$ cat config.mk
export PLATFORM = sky130hd
export DESIGN_NAME = emm_ctrl
export DESIGN_NICKNAME = d
export VERILOG_FILES = /design/src/verilog/emm_pkg.sv /design/src/verilog/emm_ts_if.sv /design/src/verilog/emm_sync.sv /design/src/verilog/emm_tsgen.sv /design/src/verilog/emm_ctrl.sv
export VERILOG_INCLUDE_DIRS = /design/src /design/src/verilog
export SDC_FILE = /design/constraint.sdc
export NUM_CORES = 1
export LEC_CHECK = 0
export ABC_AREA = 0
export BUFFER_PORTS_ARGS = -buffer_cell sky130_fd_sc_hd__buf_2
export CORE_MARGIN = 5
export CORE_UTILIZATION = 45
export CTS_CLUSTER_DIAMETER = 60
export DETAILED_ROUTE_END_ITERATION = 10
export GPL_TIMING_DRIVEN = 0
export PLACE_DENSITY_LB_ADDON = 0.1
export SYNTH_ARGS = -nofsm -noshare
export SYNTH_HDL_FRONTEND = slang
export SYNTH_SLANG_ARGS = --single-unit
export TNS_END_PERCENT = 20
$ cat constraint.sdc
create_clock -name clk -period 8.2 [get_ports clk]
set_input_delay 0.82 -clock clk [delete_from_list [all_inputs] [get_ports clk]]
set_output_delay 0.82 -clock clk [all_outputs]
set_load 0.005 [all_outputs]
$ cat src/verilog/emm_defs.svh
// How it works
// [RULE1] App request enters autonomous mode immediately
// [RULE2] Autonomous mode holds until safe state
// [RULE3] Time-slice ticks continue without link
// [RULE4] Readiness flagged while protection is active
// [RULE5] Unchanged timing: resync, ticks keep running
// [RULE6] Unchanged timing: boot straight into cyclic
// [RULE7] Changed timing: refuse boot until released
// [RULE8] Deactivation ignored during emergency mode
// [RULE9] Return to normal needs no power cycle
// [RULE10] Topology scans answered in every state
// [RULE11] Master deactivation clears protective selection
// [RULE12] Master checks downloads for relevance
// [RULE13] Master flags clock or oversampling changes
// [RULE14] Master treats rewiring as timing change
// [RULE15] Supervision runs beside cyclic processing
// [RULE16] Autonomous state readable by software
`ifndef EMM_DEFS_SVH
`define EMM_DEFS_SVH

`define EMM_ADDR_W    8
`define EMM_OFS_CTRL  8'h00
`define EMM_OFS_STAT  8'h04
`define EMM_OFS_PER   8'h08

`define EMM_CTRL_SEL  0
`define EMM_CTRL_TSEN 1

`define EMM_STAT_AUTO 0
`define EMM_STAT_REF  1
`define EMM_STAT_SYNC 2
`define EMM_STAT_PREP 3
`define EMM_STAT_SEL  4

`define EMM_SEL_RST   1'b0
`define EMM_TSEN_RST  1'b0
`define EMM_PER_W     16
`define EMM_PER_RST   16'h00C8

`endif

$ cat src/verilog/emm_pkg.sv
`default_nettype none
package emm_pkg;
  typedef enum logic [1:0] {
    st_normal,
    st_auto,
    st_refuse
  } emm_state_t;
  typedef logic [31:0] emm_word_t;
endpackage : emm_pkg
`default_nettype wire

$ cat src/verilog/emm_ts_if.sv
`timescale 1ns/1ps
`default_nettype none
interface emm_ts_if #(parameter int W = 16);
  logic         run;
  logic [W-1:0] period;
  logic         tick;
  modport gen (input run, input period, output tick);
  modport ctl (output run, output period, input tick);
endinterface : emm_ts_if
`default_nettype wire

$ cat src/verilog/emm_sync.sv
`timescale 1ns/1ps
`default_nettype none
module emm_sync #(
  parameter int W = 4
) (
  // Clock and reset
  input  wire logic         clk,
  input  wire logic         arst_n,
  // Pins in, synchronised out
  input  wire logic [W-1:0] din,
  output var  logic [W-1:0] dout
);
  for (genvar i = 0; i < W; i++) begin : g_bit
    logic s1_reg;
    logic s2_reg;

    always_ff @(posedge clk or negedge arst_n) begin
      if (!arst_n) begin
        s1_reg <= 1'b0;
        s2_reg <= 1'b0;
      end else begin
        s1_reg <= din[i];
        s2_reg <= s1_reg;
      end
    end

    // Only the second stage leaves the block
    assign dout[i] = s2_reg;
  end
endmodule : emm_sync
`default_nettype wire

$ cat src/verilog/emm_tsgen.sv
`timescale 1ns/1ps
`default_nettype none
module emm_tsgen #(
  parameter int W = 16
) (
  // Clock and reset
  input  wire logic clk,
  input  wire logic arst_n,
  // Control and tick
  emm_ts_if.gen     ts
);
  logic [W-1:0] cnt_reg;

  // Own counter only, so cyclic work is never borrowed from
  always_ff @(posedge clk or negedge arst_n) begin
    if (!arst_n) begin
      cnt_reg <= '0;
      ts.tick <= 1'b0;
    end else if (!ts.run) begin
      cnt_reg <= '0;
      ts.tick <= 1'b0;
    end else if (cnt_reg >= ts.period - W'(1)) begin
      cnt_reg <= '0;
      ts.tick <= 1'b1;
    end else begin
      cnt_reg <= cnt_reg + W'(1);
      ts.tick <= 1'b0;
    end
  end
endmodule : emm_tsgen
`default_nettype wire

$ cat src/verilog/emm_ctrl.sv
`timescale 1ns/1ps
`default_nettype none
`include "emm_defs.svh"
module emm_ctrl #(
  parameter int PER_W = `EMM_PER_W
) (
  // Clock and reset
  input  wire logic                   clk,
  input  wire logic                   arst_n,
  // Register port
  input  wire logic [`EMM_ADDR_W-1:0] addr,
  input  wire emm_pkg::emm_word_t     wdata,
  input  wire logic                   wr_en,
  input  wire logic                   rd_en,
  output var  emm_pkg::emm_word_t     rdata,
  // Local application
  input  wire logic                   app_prot_active,
  input  wire logic                   app_auto_req,
  input  wire logic                   app_safe,
  // Link pins from the master side
  input  wire logic                   lnk_comm_ok,
  input  wire logic                   lnk_timing_same,
  input  wire logic                   lnk_deact_req,
  input  wire logic                   lnk_scan_req,
  // Status and events
  output var  logic                   ts_tick,
  output var  logic                   scan_ack,
  output var  logic                   boot_cyclic,
  output logic                        boot_refused,
  output logic                        auto_active,
  output logic                        auto_ready
);
  import emm_pkg::*;

  emm_state_t       state_reg;
  logic             sel_reg;
  logic             tsen_reg;
  logic [PER_W-1:0] per_reg;
  logic             synced_reg;
  logic             deact_prev_reg;
  logic             scan_prev_reg;
  logic             comm_prev_reg;
  logic [3:0]       lnk_s;
  logic             c_ok;
  logic             t_same;
  logic             deact;
  logic             scan;
  logic             comm_rise;
  logic             deact_rise;
  logic             scan_rise;
  logic             ts_run;

  emm_ts_if #(.W(PER_W)) ts_bus ();

  // Link pins cross from the master's timing
  emm_sync #(.W(4)) u_sync (
    .clk    (clk),
    .arst_n (arst_n),
    .din    ({lnk_scan_req, lnk_deact_req,
              lnk_timing_same, lnk_comm_ok}),
    .dout   (lnk_s)
  );

  assign c_ok   = lnk_s[0];
  assign t_same = lnk_s[1];
  assign deact  = lnk_s[2];
  assign scan   = lnk_s[3];

  always_ff @(posedge clk or negedge arst_n) begin
    if (!arst_n) begin
      deact_prev_reg <= 1'b0;
      scan_prev_reg  <= 1'b0;
      comm_prev_reg  <= 1'b0;
    end else begin
      deact_prev_reg <= deact;
      scan_prev_reg  <= scan;
      comm_prev_reg  <= c_ok;
    end
  end

  assign comm_rise  = c_ok & ~comm_prev_reg;
  assign deact_rise = deact & ~deact_prev_reg;
  assign scan_rise  = scan & ~scan_prev_reg;

  // Readiness needs a selected, active protection
  assign auto_ready = sel_reg & app_prot_active; // [RULE4]

  // Mode sequencing
  always_ff @(posedge clk or negedge arst_n) begin
    if (!arst_n) begin
      state_reg <= st_normal;
    end else begin
      unique case (state_reg)
        st_normal: begin
          if (auto_ready && app_auto_req) begin
            state_reg <= st_auto; // [RULE1] [RULE4]
          end
        end
        st_auto: begin
          if (app_safe) begin
            state_reg <= st_normal; // [RULE2] [RULE9]
          end else if (comm_rise && !t_same) begin
            state_reg <= st_refuse; // [RULE7]
          end
        end
        st_refuse: begin
          if (app_safe) begin
            state_reg <= st_normal; // [RULE7] [RULE9]
          end
        end
      endcase
    end
  end

  assign auto_active  = (state_reg != st_normal); // [RULE16]
  assign boot_refused = (state_reg == st_refuse); // [RULE7]

  // Resync keeps the time slices of the emergency
  always_ff @(posedge clk or negedge arst_n) begin
    if (!arst_n) begin
      synced_reg <= 1'b0;
    end else if (!c_ok) begin
      synced_reg <= 1'b0;
    end else if (comm_rise && (state_reg != st_refuse)
                 && (t_same || state_reg == st_normal)) begin
      synced_reg <= 1'b1; // [RULE5]
    end else if (state_reg == st_refuse && app_safe) begin
      synced_reg <= 1'b1; // [RULE7]
    end
  end

  // Boot pulse: direct boot or delayed restart
  always_ff @(posedge clk or negedge arst_n) begin
    if (!arst_n) begin
      boot_cyclic <= 1'b0;
    end else begin
      boot_cyclic <= 1'b0;
      if (comm_rise && state_reg == st_normal) begin
        boot_cyclic <= 1'b1; // [RULE6]
      end else if (comm_rise && state_reg == st_auto
                   && t_same) begin
        boot_cyclic <= 1'b1; // [RULE5] [RULE6]
      end else if (state_reg == st_refuse && app_safe
                   && c_ok) begin
        boot_cyclic <= 1'b1; // [RULE7]
      end
    end
  end

  // Scans answered whatever the mode
  always_ff @(posedge clk or negedge arst_n) begin
    if (!arst_n) begin
      scan_ack <= 1'b0;
    end else begin
      scan_ack <= scan_rise; // [RULE10]
    end
  end

  // Protective selection; the master's clear loses
  // against nothing but the emergency itself
  always_ff @(posedge clk or negedge arst_n) begin
    if (!arst_n) begin
      sel_reg <= `EMM_SEL_RST;
    end else if (deact_rise && state_reg == st_normal) begin
      sel_reg <= 1'b0; // [RULE11]
    end else if (wr_en && addr == `EMM_OFS_CTRL) begin
      sel_reg <= wdata[`EMM_CTRL_SEL]; // [RULE8]
    end
  end

  always_ff @(posedge clk or negedge arst_n) begin
    if (!arst_n) begin
      tsen_reg <= `EMM_TSEN_RST;
    end else if (wr_en && addr == `EMM_OFS_CTRL) begin
      tsen_reg <= wdata[`EMM_CTRL_TSEN];
    end
  end

  // Zero period would wrap the divider limit to all ones, the longest period
  always_ff @(posedge clk or negedge arst_n) begin
    if (!arst_n) begin
      per_reg <= PER_W'(`EMM_PER_RST);
    end else if (wr_en && addr == `EMM_OFS_PER) begin
      per_reg <= (wdata[PER_W-1:0] == '0) ? PER_W'(1)
                                           : wdata[PER_W-1:0];
    end
  end

  // Emergency forces the slices on, link or not
  assign ts_run = auto_active | (tsen_reg & c_ok); // [RULE3]

  assign ts_bus.run    = ts_run;
  assign ts_bus.period = per_reg;
  assign ts_tick       = ts_bus.tick;

  emm_tsgen #(.W(PER_W)) u_tsgen ( // [RULE15]
    .clk    (clk),
    .arst_n (arst_n),
    .ts     (ts_bus.gen)
  );

  function automatic emm_word_t emm_rd(
    input logic [`EMM_ADDR_W-1:0] a
  );
    emm_word_t v;
    v = '0;
    unique case (a)
      `EMM_OFS_CTRL: begin
        v[`EMM_CTRL_SEL]  = sel_reg;
        v[`EMM_CTRL_TSEN] = tsen_reg;
      end
      `EMM_OFS_STAT: begin
        v[`EMM_STAT_AUTO] = auto_active;
        v[`EMM_STAT_REF]  = boot_refused;
        v[`EMM_STAT_SYNC] = synced_reg;
        v[`EMM_STAT_PREP] = auto_ready;
        v[`EMM_STAT_SEL]  = sel_reg;
      end
      `EMM_OFS_PER: begin
        v[PER_W-1:0] = per_reg;
      end
      default: begin
        v = '0;
      end
    endcase
    return v;
  endfunction : emm_rd

  // Data stand one cycle only, zero otherwise
  always_ff @(posedge clk or negedge arst_n) begin
    if (!arst_n) begin
      rdata <= '0;
    end else if (rd_en) begin
      rdata <= emm_rd(addr); // [RULE16]
    end else begin
      rdata <= '0;
    end
  end

  // Checks
  logic [PER_W:0] gap_reg;

  always_ff @(posedge clk or negedge arst_n) begin
    if (!arst_n) begin
      gap_reg <= '0;
    end else if (ts_tick || !ts_run) begin
      gap_reg <= '0;
    end else begin
      gap_reg <= gap_reg + (PER_W+1)'(1);
    end
  end
endmodule : emm_ctrl
`default_nettype wire

==> flow_metrics.py <==
metrics = {
    "min_path": {
        "hp-start": "u_sync.g_bit[3].s1_reg",
        "hold_class": "reg -> reg",
    },
    "synth": {
        "synth_area_leader_cell": "dfrtp_1",
        "syn-cell-area_um2": 3530,
        "async_reset_ff_share_pct": 100,
        "synth_edf_count": 0,
        "syn_area_per_cell_um2": 11.5,
        "ys_ff_latch": 67,
        "synth_warnings": 0,
        "synth_flop_cell": "dfrtp_1",
        "netlist_top_cells_area": "dfrtp_1 (45%), ha_1 (7.4%), mux2_2 (5.1%)",
        "yosysSeqAreaShare_pct": 47.6,
        "synth_cell_types": 48,
        "netlist.area_leader.share_pct": 45.4,
        "syn_inst": 308,
    },
    "layout": {
        "fin_nets": 462,
        "area_growth_pct": 19.1,
        "antenna_cells": 0,
        "drive_above_1_share_pct": 31.9,
        "final_util_pct": 54.7,
    },
    "timing": {
        "tns_ns": 0,
        "report.final.slew_viol_count": 0,
        "hold_viol_final": 0,
        "post-route-min-period_ns": 3.50,
        "setup_viol": 0,
        "fmax_ghz": 0.286,
        "rsz0062_at_grt": "false",
        "period_share_pct": 42.7,
        "finalClockSkew_ns": 0.00556,
        "tightest_slew_ns": 0.835,
        "relSlewSlack_pct": 44.3,
        "layout_setup_ws_ns": 4.70,
    },
    "floorplanning": {
        "die-area_um2": 9720,
        "dieHeight_um": 98.6,
        "fp.dieW_um": 98.6,
        "pin_count": 89,
        "std_cell_rows": 32,
        "start_util_pct": 45.9,
        "design.core.area_um2": 7690,
    },
    "setup_path": {
        "critPathArrivalTime_ns": 3.71,
        "rr_endpoint": "u_tsgen.cnt_reg[6]",
        "crit_start": "per_reg[4]",
        "end_kind": "flop",
        "r2r-start": "per_reg[4]",
        "path_class": "reg -> reg",
        "critPathRequiredTime_ns": 8.41,
        "rrSetupSlack_ns": 4.70,
        "start_kind": "flop",
        "path_max_fanout": 10,
        "reg2regPathDepth": 10,
        "setup.worst_path.end": "u_tsgen.cnt_reg[6]",
    },
    "drt": {
        "post_drt_wl_per_cell_um": 14.3,
        "vias": 2481,
        "vias_per_cell": 4.99,
        "drtIter0Drc": 76,
        "route.detailed.drc": 0,
        "dr.pass1.iters": 4,
        "wirelength_um": 7090,
        "final_antenna_net_count": 0,
    },
    "global_route": {
        "grt_pass1_wl_um": 12100,
        "grt_pass1_vias": 2470,
        "grt_use_total_pct": 15.4,
        "grt_max_degree": 68,
        "antenna_found_initial": 0,
        "grt-ovfl-total": 0,
    },
    "clock_network": {
        "post-cts-setup-buffers": 0,
        "hold_buffers": 0,
        "cts_resized": 0,
        "cts.clk_slew.worst_paths_ns": 0.07,
        "clkLatencyLatePin_ns": 0.34,
        "cts_tree": "built",
        "cts_buffers": 9,
        "numClockSinks": 67,
        "root_buffer": "clkbuf_8",
        "htree_num_levels": 3,
        "cts_buffer_depth": 2,
    },
    "job": {
        "max-cap-violations": 0,
    },
    "pwr": {
        "power_density_nw_per_um2": 205,
        "vdd_drop_max_uv": 89.6,
        "power.static_leakage_uw": 0.00203,
    },
    "placement": {
        "pre_cts_slack_ns": 4.75,
        "port_buffers": 56,
        "hpwl_um": 5270,
        "place_congestion": 0.798,
    },
    "run_status": {
        "status": "finished, final reports clean",
    },
}
## metrics by stage
stage	cells	power [uW]	cell area, um2	hold WS (ns)
6_report	497	861	4210	0.351
5_1_grt	497	912	4210	0.359
4_1_cts	497	870	4210	0.351
3_5_place_dp	481	576	4000	0.336
3_3_place_gp	481	572	4000	0.333
2_1_floorplan	323	514	3590	0.331
## synth_stat cells, types with 2 or more instances
cell type / instances
nand3_1: 8
mux2_2: 16
and2_1: 15
dfrtp_1: 64
nor4_2: 10
a21o_1: 2
a21oi_1: 10
or4_1: 2
and3_1: 2
buf_4: 17
o21ai_0: 3
nor4_1: 16
ha_1: 21
nand2_1: 9
nor3_1: 6
xor2_1: 10
mux2i_1: 5
a22oi_1: 3
xnor2_1: 18
nor2_1: 17
dfstp_2: 3
inv_1: 11
nor2b_1: 4
nand4_1: 10
buf_2: 2
and4_1: 2
## metal layers
metal / routed length, um / global-route usage, % / up-vias
met1: 3390 / 21.5 / 1161
met4: 106 / 5.99 / 0
met2: 3160 / 22.8 / 60
met3: 430 / 4.25 / 12
li1: - / - / 1248
met5: 0 / 0 / -
## cell families (layout without fill, tap and decap cells)
logic type | after synthesis | after routing | share of synthesized area [%]
flops | 67 | 67 | 47.6
fa+ha+maj | 21 | 21 | 7.44
xor+xnor | 28 | 28 | 6.95
compound gates | 30 | 30 | 6.20
mux | 21 | 21 | 6.52
buf+inv | 32 | 104 | 5.60
simple gates | 108 | 108 | 19.6
other cells | 1 | 16 | 0.106
## worst min path at each step
stage / endpoint / slack, ns / cells past startpoint
after floorplan: u_sync.g_bit[0].s2_reg / 0.33 / 0
after global placement: u_sync.g_bit[1].s2_reg / 0.33 / 0
after detailed placement: u_sync.g_bit[2].s2_reg / 0.34 / 0
after CTS: u_sync.g_bit[2].s2_reg / 0.35 / 0
after global routing: u_sync.g_bit[2].s2_reg / 0.36 / 0
final: u_sync.g_bit[3].s2_reg / 0.35 / 0
## cell usage in the layout, fill, tap and decap left out, types with 3 or more instances in the layout
cell type | Yosys | routed
a21oi_1 | 10 | 10
dfstp_2 | 3 | 3
xor2_1 | 10 | 10
nor4_2 | 10 | 10
nor2_1 | 17 | 17
nor3_1 | 6 | 6
conb_1 | 1 | 16
mux2_2 | 16 | 16
nor4_1 | 16 | 16
nand4_1 | 10 | 10
xnor2_1 | 18 | 18
o21ai_0 | 3 | 3
nor2b_1 | 4 | 4
mux2i_1 | 5 | 5
buf_2 | 2 | 57
and2_1 | 15 | 15
nand3_1 | 8 | 8
clkbuf_8 | 0 | 9
dfrtp_1 | 64 | 64
buf_4 | 17 | 18
inv_1 | 11 | 11
ha_1 | 21 | 21
a22oi_1 | 3 | 3
nand2_1 | 9 | 9
clkbuf_1 | 1 | 3
## worst max-delay path: stages (launching register included)
cell	delay, ns
dfrtp_1	0.46
nor3_1	0.52
nand4_1	0.26
nor3_1	0.26
xnor2_1	0.13
ha_1	0.31
and4_1	0.26
nand4_1	0.19
a311oi_2	0.58
buf_4	0.34
nor4_2	0.07
## cell type report
cell class                 count  area (um2)
buffer                        21         156
clock buffer                  11         131
clock inverter                 5        77.6
fill                         710        3480
inverter                      11        41.3
multi-input combinational    224        1710
sequential                    67        1680
tap                          102         128
timing repair buffer          56         283
## report_power, final
group          switching, uW  internal, uW
sequential              19.1           350
combinational            117          81.7
clock                    122           170
(Power assumes the default switching activity.)
